===== config.mk =====
export PLATFORM = sky130hd
export DESIGN_NAME = occ_osc_ctrl
export DESIGN_NICKNAME = d
export VERILOG_FILES = /design/src/shared/occ_pkg.sv /design/src/hdl/occ_osc_ctrl.sv
export SDC_FILE = /design/constraint.sdc
export NUM_CORES = 1
export LEC_CHECK = 0
export BUFFER_PORTS_ARGS = -buffer_cell sky130_fd_sc_hd__clkbuf_2
export CELL_PAD_IN_SITES_DETAIL_PLACEMENT = 1
export CELL_PAD_IN_SITES_GLOBAL_PLACEMENT = 2
export CORE_ASPECT_RATIO = 2
export CORE_MARGIN = 2
export CORE_UTILIZATION = 25
export CTS_CLUSTER_DIAMETER = 60
export DETAILED_ROUTE_END_ITERATION = 7
export GPL_ROUTABILITY_DRIVEN = 1
export GPL_TIMING_DRIVEN = 0
export PLACE_DENSITY_LB_ADDON = 0.1
export SYNTH_ARGS = -nofsm -noshare
export SYNTH_HDL_FRONTEND = slang
export SYNTH_SLANG_ARGS = --single-unit

===== constraint.sdc =====
create_clock -name ref_clk -period 4.3 [get_ports ref_clk]
set_clock_uncertainty 0.15 [all_clocks]
set_input_delay 0.86 -clock ref_clk [delete_from_list [all_inputs] [get_ports ref_clk]]
set_output_delay 0.86 -clock ref_clk [all_outputs]
set_load 0.01 [all_outputs]

===== src/shared/occ_pkg.sv =====
// Shared constants and carrier types for the oscillator control block
package occ_pkg;
   // Register offsets
   localparam logic [7:0] OFS_STATUS = 8'h03;
   localparam logic [7:0] OFS_FAST_CTRL = 8'h10;
   localparam logic [7:0] OFS_FAST_FREQ = 8'h11;
   localparam logic [7:0] OFS_FAST_TEMP = 8'h12;
   localparam logic [7:0] OFS_SLOW_CTRL = 8'h18;
   localparam logic [7:0] OFS_XTAL_CTRL = 8'h1c;
   // Field positions
   localparam int KEEP_RUN_BIT = 1;
   localparam int XT_ENABLE_BIT = 0;
   localparam int XT_SEL_BIT = 2;
   localparam int XT_CRYSTAL_STARTUP_COUNT_LO = 4;
   localparam int TRIM_LOCK_BIT = 7;
   localparam int ST_PENDING_BIT = 0;
   localparam int ST_FAST_BIT = 4;
   localparam int ST_SLOW_BIT = 5;
   localparam int ST_XTAL_BIT = 6;
   localparam int ST_EXT_BIT = 7;
   // Reset values
   localparam logic [7:0] CTRL_RESET = 8'h00;
   localparam logic [6:0] FREQ_TRIM_RESET = 7'h00;
   localparam logic [3:0] TEMP_TRIM_RESET = 4'h0;
   // Factory trim images, one per frequency fuse choice
   localparam logic [6:0] FACT_FREQ_TRIM_0 = 7'h40;
   localparam logic [6:0] FACT_FREQ_TRIM_1 = 7'h40;
   localparam logic [3:0] FACT_TEMP_TRIM_0 = 4'h8;
   localparam logic [3:0] FACT_TEMP_TRIM_1 = 4'h8;
   // Timing, in oscillator cycles
   localparam int GATE_DELAY = 4;
   localparam int XTAL_FAST_DELAY = 2;
   localparam int XT_SU_1K = 1024;
   localparam int XT_SU_16K = 16384;
   localparam int XT_SU_32K = 32768;
   localparam int XT_SU_64K = 65536;
   localparam int SU_W = 17;
   // Main clock sources
   typedef enum logic [1:0] {
      OCC_SRC_FAST = 2'b00,
      OCC_SRC_SLOW = 2'b01,
      OCC_SRC_XTAL = 2'b10,
      OCC_SRC_EXT = 2'b11
   } occ_src_t;
   // Register port request
   typedef struct packed {
      logic [7:0] addr;
      logic [7:0] wdata;
      logic wr;
      logic rd;
   } occ_bus_req_t;
endpackage


===== src/hdl/occ_osc_ctrl.sv =====
// Oscillator control, trim and crystal start-up logic
//
// Operation
// - pending flag high until new source stable
// - fast keep-running keeps oscillator powered always
// - slow keep-running keeps oscillator powered always
// - internal oscillator output gated unless requested
// - gate opens four oscillator cycles after request
// - keep-running skips analog start-up wait
// - seven-bit frequency trim, factory load by fuse
// - four-bit slope trim, factory load by fuse
// - lock flag blocks both trim registers
// - lock flag loaded from fuse at reset
// - crystal type/start-up ignore writes while enabled/stable
// - start-up codes give 1k/16k/32k/64k cycles
// - external clock skips crystal start-up wait
// - type bit selects crystal or external clock
// - enabled crystal runs always with keep-running, else requested
// - crystal output only to requesting consumers
// - crystal delivered two to three cycles after request
// - enable claims crystal pins, freezes type/start-up
// - crystal enable and keep-running are write protected
// - stable flags read zero while unrequested, except the external clock flag
//
// Design decision made here: the address-and-strobe port.
`timescale 1ns/10ps
module occ_osc_ctrl #(
   parameter int SU_1K = occ_pkg::XT_SU_1K,
   parameter int SU_16K = occ_pkg::XT_SU_16K,
   parameter int SU_32K = occ_pkg::XT_SU_32K,
   parameter int SU_64K = occ_pkg::XT_SU_64K
) (
   // Clock and reset
   input wire logic ref_clk,
   input wire logic rst,
   // Register port
   input wire occ_pkg::occ_bus_req_t bus_req,
   output logic [7:0] rdata_q,
   // Protection and fuses
   input wire logic ccp_unlock,
   input wire logic fuse_freq_choice,
   input wire logic fuse_trim_freeze,
   // Consumer requests and main clock choice
   input wire logic fast_req,
   input wire logic slow_req,
   input wire logic xtal_req,
   input wire occ_pkg::occ_src_t main_sel,
   input wire logic ext_clk_started,
   // Oscillator feedback, one tick per oscillator cycle
   input wire logic fast_tick,
   input wire logic slow_tick,
   input wire logic xtal_tick,
   input wire logic fast_analog_ready,
   input wire logic slow_analog_ready,
   // Oscillator control outputs
   output logic fast_power_q,
   output logic slow_power_q,
   output logic xtal_power_q,
   output logic fast_gate_q,
   output logic slow_gate_q,
   output logic xtal_gate_q,
   output logic crystal_pin_override_q,
   output logic [6:0] fast_freq_trim_q,
   output logic [3:0] fast_temp_slope_trim_q,
   output logic main_switch_pending_q,
   output occ_pkg::occ_src_t main_active_q
);
   // Parameter sanity
   initial
   begin
      if (SU_1K < 1 || SU_16K < 1 || SU_32K < 1 || SU_64K < 1 || SU_64K >= (1 << occ_pkg::SU_W))
         $error("occ_osc_ctrl: start-up counts out of range");
   end

   logic fast_keep_q, slow_keep_q;
   logic xt_enable_q, xt_keep_q, xt_sel_q;
   logic [1:0] xt_crystal_startup_count_q;
   logic trim_lock_q, init_done_q;
   logic xt_started_q;
   logic [occ_pkg::SU_W-1:0] xt_su_cnt_q;
   logic [1:0] xt_gate_cnt_q;
   logic wr_ok;
   logic [1:0] int_req, int_keep, int_tick, int_ready;
   logic [1:0] int_power, int_gate;
   logic xreq;
   logic [occ_pkg::SU_W-1:0] su_target;
   logic [7:0] status;

   // Every register here is protected: no window, no write
   assign wr_ok = bus_req.wr && ccp_unlock;

   // Fuse image captured on the first clock after reset release
   always_ff @(posedge ref_clk or posedge rst)
   begin
      if (rst)
      begin
         init_done_q <= 1'b0;
         trim_lock_q <= 1'b0;
      end
      else if (!init_done_q)
      begin
         init_done_q <= 1'b1;
         trim_lock_q <= fuse_trim_freeze;
      end
   end

   // Trim registers; the lock flag itself is never writable
   always_ff @(posedge ref_clk or posedge rst)
   begin
      if (rst)
      begin
         fast_freq_trim_q <= occ_pkg::FREQ_TRIM_RESET;
         fast_temp_slope_trim_q <= occ_pkg::TEMP_TRIM_RESET;
      end
      else if (!init_done_q)
      begin
         fast_freq_trim_q <= fuse_freq_choice ? occ_pkg::FACT_FREQ_TRIM_1 : occ_pkg::FACT_FREQ_TRIM_0;
         fast_temp_slope_trim_q <= fuse_freq_choice ? occ_pkg::FACT_TEMP_TRIM_1
                                                    : occ_pkg::FACT_TEMP_TRIM_0;
      end
      else if (wr_ok && !trim_lock_q)
      begin
         if (bus_req.addr == occ_pkg::OFS_FAST_FREQ)
            fast_freq_trim_q <= bus_req.wdata[6:0];
         if (bus_req.addr == occ_pkg::OFS_FAST_TEMP)
            fast_temp_slope_trim_q <= bus_req.wdata[3:0];
      end
   end

   // Internal oscillator keep-running bits
   always_ff @(posedge ref_clk or posedge rst)
   begin
      if (rst)
      begin
         fast_keep_q <= occ_pkg::CTRL_RESET[occ_pkg::KEEP_RUN_BIT];
         slow_keep_q <= occ_pkg::CTRL_RESET[occ_pkg::KEEP_RUN_BIT];
      end
      else if (wr_ok)
      begin
         if (bus_req.addr == occ_pkg::OFS_FAST_CTRL)
            fast_keep_q <= bus_req.wdata[occ_pkg::KEEP_RUN_BIT];
         if (bus_req.addr == occ_pkg::OFS_SLOW_CTRL)
            slow_keep_q <= bus_req.wdata[occ_pkg::KEEP_RUN_BIT];
      end
   end

   // Crystal control; type and start-up frozen while enabled or stable
   always_ff @(posedge ref_clk or posedge rst)
   begin
      if (rst)
      begin
         xt_enable_q <= occ_pkg::CTRL_RESET[occ_pkg::XT_ENABLE_BIT];
         xt_keep_q <= occ_pkg::CTRL_RESET[occ_pkg::KEEP_RUN_BIT];
         xt_sel_q <= occ_pkg::CTRL_RESET[occ_pkg::XT_SEL_BIT];
         xt_crystal_startup_count_q <= occ_pkg::CTRL_RESET[occ_pkg::XT_CRYSTAL_STARTUP_COUNT_LO +: 2];
      end
      else if (wr_ok && bus_req.addr == occ_pkg::OFS_XTAL_CTRL)
      begin
         xt_enable_q <= bus_req.wdata[occ_pkg::XT_ENABLE_BIT];
         xt_keep_q <= bus_req.wdata[occ_pkg::KEEP_RUN_BIT];
         if (!xt_enable_q && !xtal_gate_q)
         begin
            xt_sel_q <= bus_req.wdata[occ_pkg::XT_SEL_BIT];
            xt_crystal_startup_count_q <= bus_req.wdata[occ_pkg::XT_CRYSTAL_STARTUP_COUNT_LO +: 2];
         end
      end
   end

   // Pins follow the enable bit
   always_ff @(posedge ref_clk or posedge rst)
   begin
      if (rst)
         crystal_pin_override_q <= 1'b0;
      else
         crystal_pin_override_q <= xt_enable_q;
   end

   // The main clock counts as one more consumer
   assign int_req[0] = fast_req || main_sel == occ_pkg::OCC_SRC_FAST;
   assign int_req[1] = slow_req || main_sel == occ_pkg::OCC_SRC_SLOW;
   assign xreq = xtal_req || main_sel == occ_pkg::OCC_SRC_XTAL;
   assign int_keep = {slow_keep_q, fast_keep_q};
   assign int_tick = {slow_tick, fast_tick};
   assign int_ready = {slow_analog_ready, fast_analog_ready};

   // Internal oscillator power and gate, one slice per oscillator
   for (genvar i = 0; i < 2; i++)
   begin : g_int
      logic power_q, gate_q;
      logic [2:0] cnt_q;
      // Power does not depend on sleep mode at all
      always_ff @(posedge ref_clk or posedge rst)
      begin
         if (rst)
            power_q <= 1'b0;
         else
            power_q <= int_keep[i] || int_req[i];
      end
      // Already running oscillators see ready at once, so only the gate delay remains
      always_ff @(posedge ref_clk or posedge rst)
      begin
         if (rst)
         begin
            gate_q <= 1'b0;
            cnt_q <= 3'h0;
         end
         else if (!int_req[i])
         begin
            gate_q <= 1'b0;
            cnt_q <= 3'h0;
         end
         else if (!gate_q && power_q && int_ready[i] && int_tick[i])
         begin
            if (cnt_q == 3'(occ_pkg::GATE_DELAY - 1))
               gate_q <= 1'b1;
            cnt_q <= cnt_q + 3'h1;
         end
      end
      assign int_power[i] = power_q;
      assign int_gate[i] = gate_q;
   end
   assign fast_power_q = int_power[0];
   assign slow_power_q = int_power[1];
   assign fast_gate_q = int_gate[0];
   assign slow_gate_q = int_gate[1];

   // Start-up length from the code
   always_comb
   begin
      unique case (xt_crystal_startup_count_q)
         2'h0: su_target = occ_pkg::SU_W'(SU_1K);
         2'h1: su_target = occ_pkg::SU_W'(SU_16K);
         2'h2: su_target = occ_pkg::SU_W'(SU_32K);
         2'h3: su_target = occ_pkg::SU_W'(SU_64K);
      endcase
   end

   // Crystal power and initial start-up
   always_ff @(posedge ref_clk or posedge rst)
   begin
      if (rst)
      begin
         xtal_power_q <= 1'b0;
         xt_started_q <= 1'b0;
         xt_su_cnt_q <= '0;
      end
      else
      begin
         xtal_power_q <= xt_enable_q && (xt_keep_q || xreq);
         if (!xtal_power_q)
         begin
            xt_started_q <= 1'b0;
            xt_su_cnt_q <= '0;
         end
         else if (xt_sel_q)
            xt_started_q <= 1'b1;
         else if (!xt_started_q && xtal_tick)
         begin
            if (xt_su_cnt_q == su_target - occ_pkg::SU_W'(1))
               xt_started_q <= 1'b1;
            xt_su_cnt_q <= xt_su_cnt_q + occ_pkg::SU_W'(1);
         end
      end
   end

   // Crystal delivery gate, short once started
   always_ff @(posedge ref_clk or posedge rst)
   begin
      if (rst)
      begin
         xtal_gate_q <= 1'b0;
         xt_gate_cnt_q <= 2'h0;
      end
      else if (!xreq || !xtal_power_q)
      begin
         xtal_gate_q <= 1'b0;
         xt_gate_cnt_q <= 2'h0;
      end
      else if (!xtal_gate_q && xt_started_q && xtal_tick)
      begin
         if (xt_gate_cnt_q == 2'(occ_pkg::XTAL_FAST_DELAY - 1))
            xtal_gate_q <= 1'b1;
         xt_gate_cnt_q <= xt_gate_cnt_q + 2'h1;
      end
   end

   // Main clock change-over waits for the new source's gate, or ext_clk_started for the external clock
   always_ff @(posedge ref_clk or posedge rst)
   begin
      if (rst)
      begin
         main_active_q <= occ_pkg::OCC_SRC_FAST;
         main_switch_pending_q <= 1'b0;
      end
      else if (main_sel != main_active_q)
      begin
         main_switch_pending_q <= 1'b1;
         if (status[occ_pkg::ST_FAST_BIT + 32'(main_sel)] || (main_sel == occ_pkg::OCC_SRC_EXT && ext_clk_started))
         begin
            main_active_q <= main_sel;
            main_switch_pending_q <= 1'b0;
         end
      end
      else
         main_switch_pending_q <= 1'b0;
   end

   // Stable means delivered, so it drops when the request drops; the external clock bit follows ext_clk_started alone
   always_comb
   begin
      status = 8'h00;
      status[occ_pkg::ST_PENDING_BIT] = main_switch_pending_q;
      status[occ_pkg::ST_FAST_BIT] = fast_gate_q;
      status[occ_pkg::ST_SLOW_BIT] = slow_gate_q;
      status[occ_pkg::ST_XTAL_BIT] = xtal_gate_q;
      status[occ_pkg::ST_EXT_BIT] = ext_clk_started;
   end

   // Read data, valid the cycle after the strobe only
   always_ff @(posedge ref_clk or posedge rst)
   begin
      if (rst)
         rdata_q <= 8'h00;
      else if (!bus_req.rd)
         rdata_q <= 8'h00;
      else
      begin
         unique case (bus_req.addr)
            occ_pkg::OFS_STATUS: rdata_q <= status;
            occ_pkg::OFS_FAST_CTRL: rdata_q <= 8'(fast_keep_q) << occ_pkg::KEEP_RUN_BIT;
            occ_pkg::OFS_FAST_FREQ: rdata_q <= {1'b0, fast_freq_trim_q};
            occ_pkg::OFS_FAST_TEMP: rdata_q <= {trim_lock_q, 3'h0, fast_temp_slope_trim_q};
            occ_pkg::OFS_SLOW_CTRL: rdata_q <= 8'(slow_keep_q) << occ_pkg::KEEP_RUN_BIT;
            occ_pkg::OFS_XTAL_CTRL: rdata_q <= {2'h0, xt_crystal_startup_count_q, 1'b0, xt_sel_q, xt_keep_q, xt_enable_q};
            default: rdata_q <= 8'h00;
         endcase
      end
   end
endmodule


==> metrics.md <==
| Metric | Value |
|---|---|
| Mapped Cells | `309` |
| Clock Tree Buf Depth | `2` |
| Setup CP Type | `in2reg` |
| Clock-pin slew on the worst setup and hold paths | `0.05 ns` |
| Critical path buffer and inverter count | `1` |
| Filler cell count | `1455` |
| Initial antenna violation count | `0` |
| Post-Layout Inst Area | `3960 um^2` |
| Mapped Nets | `349` |
| CP Max Fanout | `10` |
| RSZ-0062 raised after global routing | `no` |
| Cell taking the most area after synthesis | `dfrtp_1` |
| Sum of negative setup slack | `0 ns` |
| Slew @ Worst Pin | `1.23 ns` |
| Via count | `2571` |
| Fin crit period | `2.77 ns` |
| Post-DP HPWL | `7.48 mm` |
| Synth unique cells | `53` |
| Drt first-iter violations | `62` |
| CP delay by family, top | `compound AO/OA/AOI/OAI gates` |
| Nets | `417` |
| Combinational cell fraction of total power | `6.9%` |
| Post-synth ARST share | `100%` |
| TritonCTS clock tree | `yes` |
| Diode count | `0` |
| R2r setup slk | `1.98 ns` |
| Setup Buffers After CTS | `0` |
| Clock share of power | `49.8%` |
| Number of global-route vias before repair | `2769` |
| Setup violations, final | `0` |
| Routability Congestion | `0.702` |
| Leak Pwr | `1.74 nW` |
| Internal Power | `1.11 mW` |
| Seq pwr share | `43.3%` |
| Post-synth EDFFs | `0` |
| Share of layout cells above drive strength 1 | `24.7%` |
| CP Launch Type | `input port` |
| Slew Limit Headroom | `16.6%` |
| Area contributors post-synth | `dfrtp_1 50%, mux2i_1 5.0%, nor2_1 4.1%` |
| Worst vdd ir | `181 uV` |
| Critical path, cell by cell | `clkbuf_1 > mux2i_1 > and3_2 > o311ai_1 > nor2_1` |
| Synth Register Bits | `64` |
| Post-synthesis mux area share | `9.25%` |
| Max-slew violation count | `0` |
| CTS resizes | `0` |
| I/O pin count | `63` |
| Die W | `83.9 um` |
| Pwr Total | `1.45 mW` |
| Sequential area share after synthesis | `50.2%` |
| Compound-cell area share of the yosys netlist | `9.33%` |
| Mapped Avg Cell Area | `10.3 um^2` |
| Final hold vios | `0` |
| Switching pwr | `0.337 mW` |
| H-tree Lvls | `3` |
| Min-delay worst type | `reg2reg` |
| Via-to-Cell Ratio | `4.84` |
| Row cnt | `58` |
| Net Sw Frac | `23.2%` |
| Pre-CTS setup slack | `1.12 ns` |
| Largest family of logic cells by synthesized area | `simple AND/OR/NAND/NOR gates` |
| Share of the synthesized area in the top cell type | `50.2%` |
| YS warnings | `0` |
| Worst-Skew Late Latency | `0.33 ns` |
| Post-Synth XOR/XNOR Area | `3.29%` |
| Core Area | `12600 um^2` |
| First-pass GRT wire length | `15.6 mm` |
| Total Die Area | `13700 um^2` |
| Placed Area | `3670 um^2` |
| Crit path capture type | `flip-flop` |
| Initial Util | `25.4%` |
| Wire per inst | `18.1 um` |
| Clock sinks | `64` |
| Area grow syn2layout | `23.9%` |
| Drt first pass iters | `4` |
| Pin count of the biggest net entering global routing | `65` |
| CTS Hold Bufs | `0` |
| Area fraction in and, or, nand and nor cells after synthesis | `22.8%` |
| Mapped Area | `3190 um^2` |
| # DRC | `0` |
| Port bufs | `57` |
| Max-Cap Viols | `0` |
| CP peak stage delay | `1.03 ns` |
| Outcome | `finished clean` |
| Worst path slowest cell | `o311ai_1` |
| CP required | `4.29 ns` |
| Tcrit/Tclk final | `64.5%` |
| F_max | `361 MHz` |
| PnR worst setup slack | `1.53 ns` |
| Arrival time at the worst endpoint | `2.76 ns` |
| Post-Route WL | `9.63 mm` |
| Total CTS buffers | `9` |
| GRT Total Usage | `15.0%` |
| Total congestion overflow | `0` |
| Die height | `164 um` |
| Post-Synth Adder-Cell Area | `2.35%` |
| Root buf cell | `clkbuf_16` |
| Synth Flop Type | `dfrtp_1` |
| DRT antenna net count | `0` |
| Power density over cell area | `367 nW/um^2` |
## path summary, 6_finish.rpt
path,cells past startpoint,end,from
worst max-delay path,5,rdata_q[7],bus_req[13]
worst min register to register,0,crystal_pin_override_q,xt_enable_q
worst min-delay path,0,crystal_pin_override_q,xt_enable_q
worst max register to register,5,xt_su_cnt_q[9],xt_sel_q
max in group asynchronous,2,fast_freq_trim_q[3],rst
min in group asynchronous,2,g_int[0].cnt_q[2],rst
## sequential cells by signal (all words and copies together) (netlist names), 2 cells and up
name	flops
main_active_q	2
xt_su_cnt_q	17
xt_crystal_startup_count_q	2
fast_freq_trim_q	7
g_int.cnt_q	6
rdata_q	8
xt_gate_cnt_q	2
fast_temp_slope_trim_q	4
## through the flow
step                      utilization, %  std cells  hold WS, ns
after global routing                31.5        531        0.342
after global placement              29.2        516        0.323
after floorplan                        -        309        0.262
final                               31.5        531        0.333
after detailed placement            29.2        516        0.340
after CTS                           31.5        531        0.348
## metal layers
metal | vias to the layer above | global-route usage, % | share of wire, %
met1 | 1280 | 15.5 | 37
met4 | 0 | 5.72 | 1.8
met5 | - | 0 | 0
met3 | 8 | 2.66 | 2.0
li1 | 1246 | - | -
met2 | 37 | 29.5 | 59
## layout make-up
cell class,instances,area (um^2),area share (%)
Sequential cell,64,1600,40.5
Multi-Input combinational cell,222,1510,38.0
Timing Repair Buffer,57,285,7.21
Clock buffer,11,243,6.14
Tap cell,150,188,4.74
Clock inverter,4,45.0,1.14
Buffer,12,45.0,1.14
Inverter,11,43.8,1.11
## placed cells by master, fill, tap and decap left out, types with 2 or more instances in the layout
master,instances
nor3b_1,3
o21ai_0,10
and3b_1,2
clkbuf_1,12
nand3_1,16
inv_1,10
nand4_1,4
or4bb_1,2
or3_1,5
nor4_1,3
and4b_1,2
mux2_4,3
or4_2,2
nor2_1,35
nor3_1,6
nand4bb_1,2
o22ai_1,2
clkbuf_2,57
and3_2,2
nor2b_1,3
xnor2_1,10
clkinv_2,3
nand2b_1,7
xor2_1,2
a21oi_1,13
mux2i_1,16
nor4b_1,2
a211oi_1,5
a31oi_1,3
a22oi_1,5
ha_1,6
mux2_2,6
o22a_1,2
dfrtp_1,64
nand2_1,24
clkbuf_16,9
## cell families (layout without fill, tap and decap cells)
logic type,Yosys count,in the layout
AO/OA/AOI/OAI,47,47
other,1,1
multiplexers,26,26
AND/OR/NAND/NOR,130,130
XOR/XNOR,12,12
flip-flops,64,64
buffers and inverters,23,95
adder cells (fa/ha/maj),6,6
## synth_stat cells (4+ instances only)
| cell type | number |
|---|---|
| dfrtp_1 | 64 |
| nor2_1 | 35 |
| nand2_1 | 24 |
| mux2i_1 | 16 |
| nand3_1 | 16 |
| a21oi_1 | 13 |
| clkbuf_1 | 11 |
| inv_1 | 11 |
| o21ai_0 | 10 |
| xnor2_1 | 10 |
| nand2b_1 | 7 |
| ha_1 | 6 |
| mux2_2 | 6 |
| nor3_1 | 6 |
| a211oi_1 | 5 |
| a22oi_1 | 5 |
| or3_1 | 5 |
| nand4_1 | 4 |
## power by group through the flow
stage / combinational [mW] / sequential, mW / clock, mW
floorplan: 0.0555 / 0.639 / 0
global placement: 0.101 / 0.640 / 0
detailed placement: 0.103 / 0.640 / 0
CTS: 0.104 / 0.630 / 0.749
global route: 0.112 / 0.632 / 0.772
finish: 0.0997 / 0.629 / 0.723
Note: power is estimated with default switching activity, not from simulation.
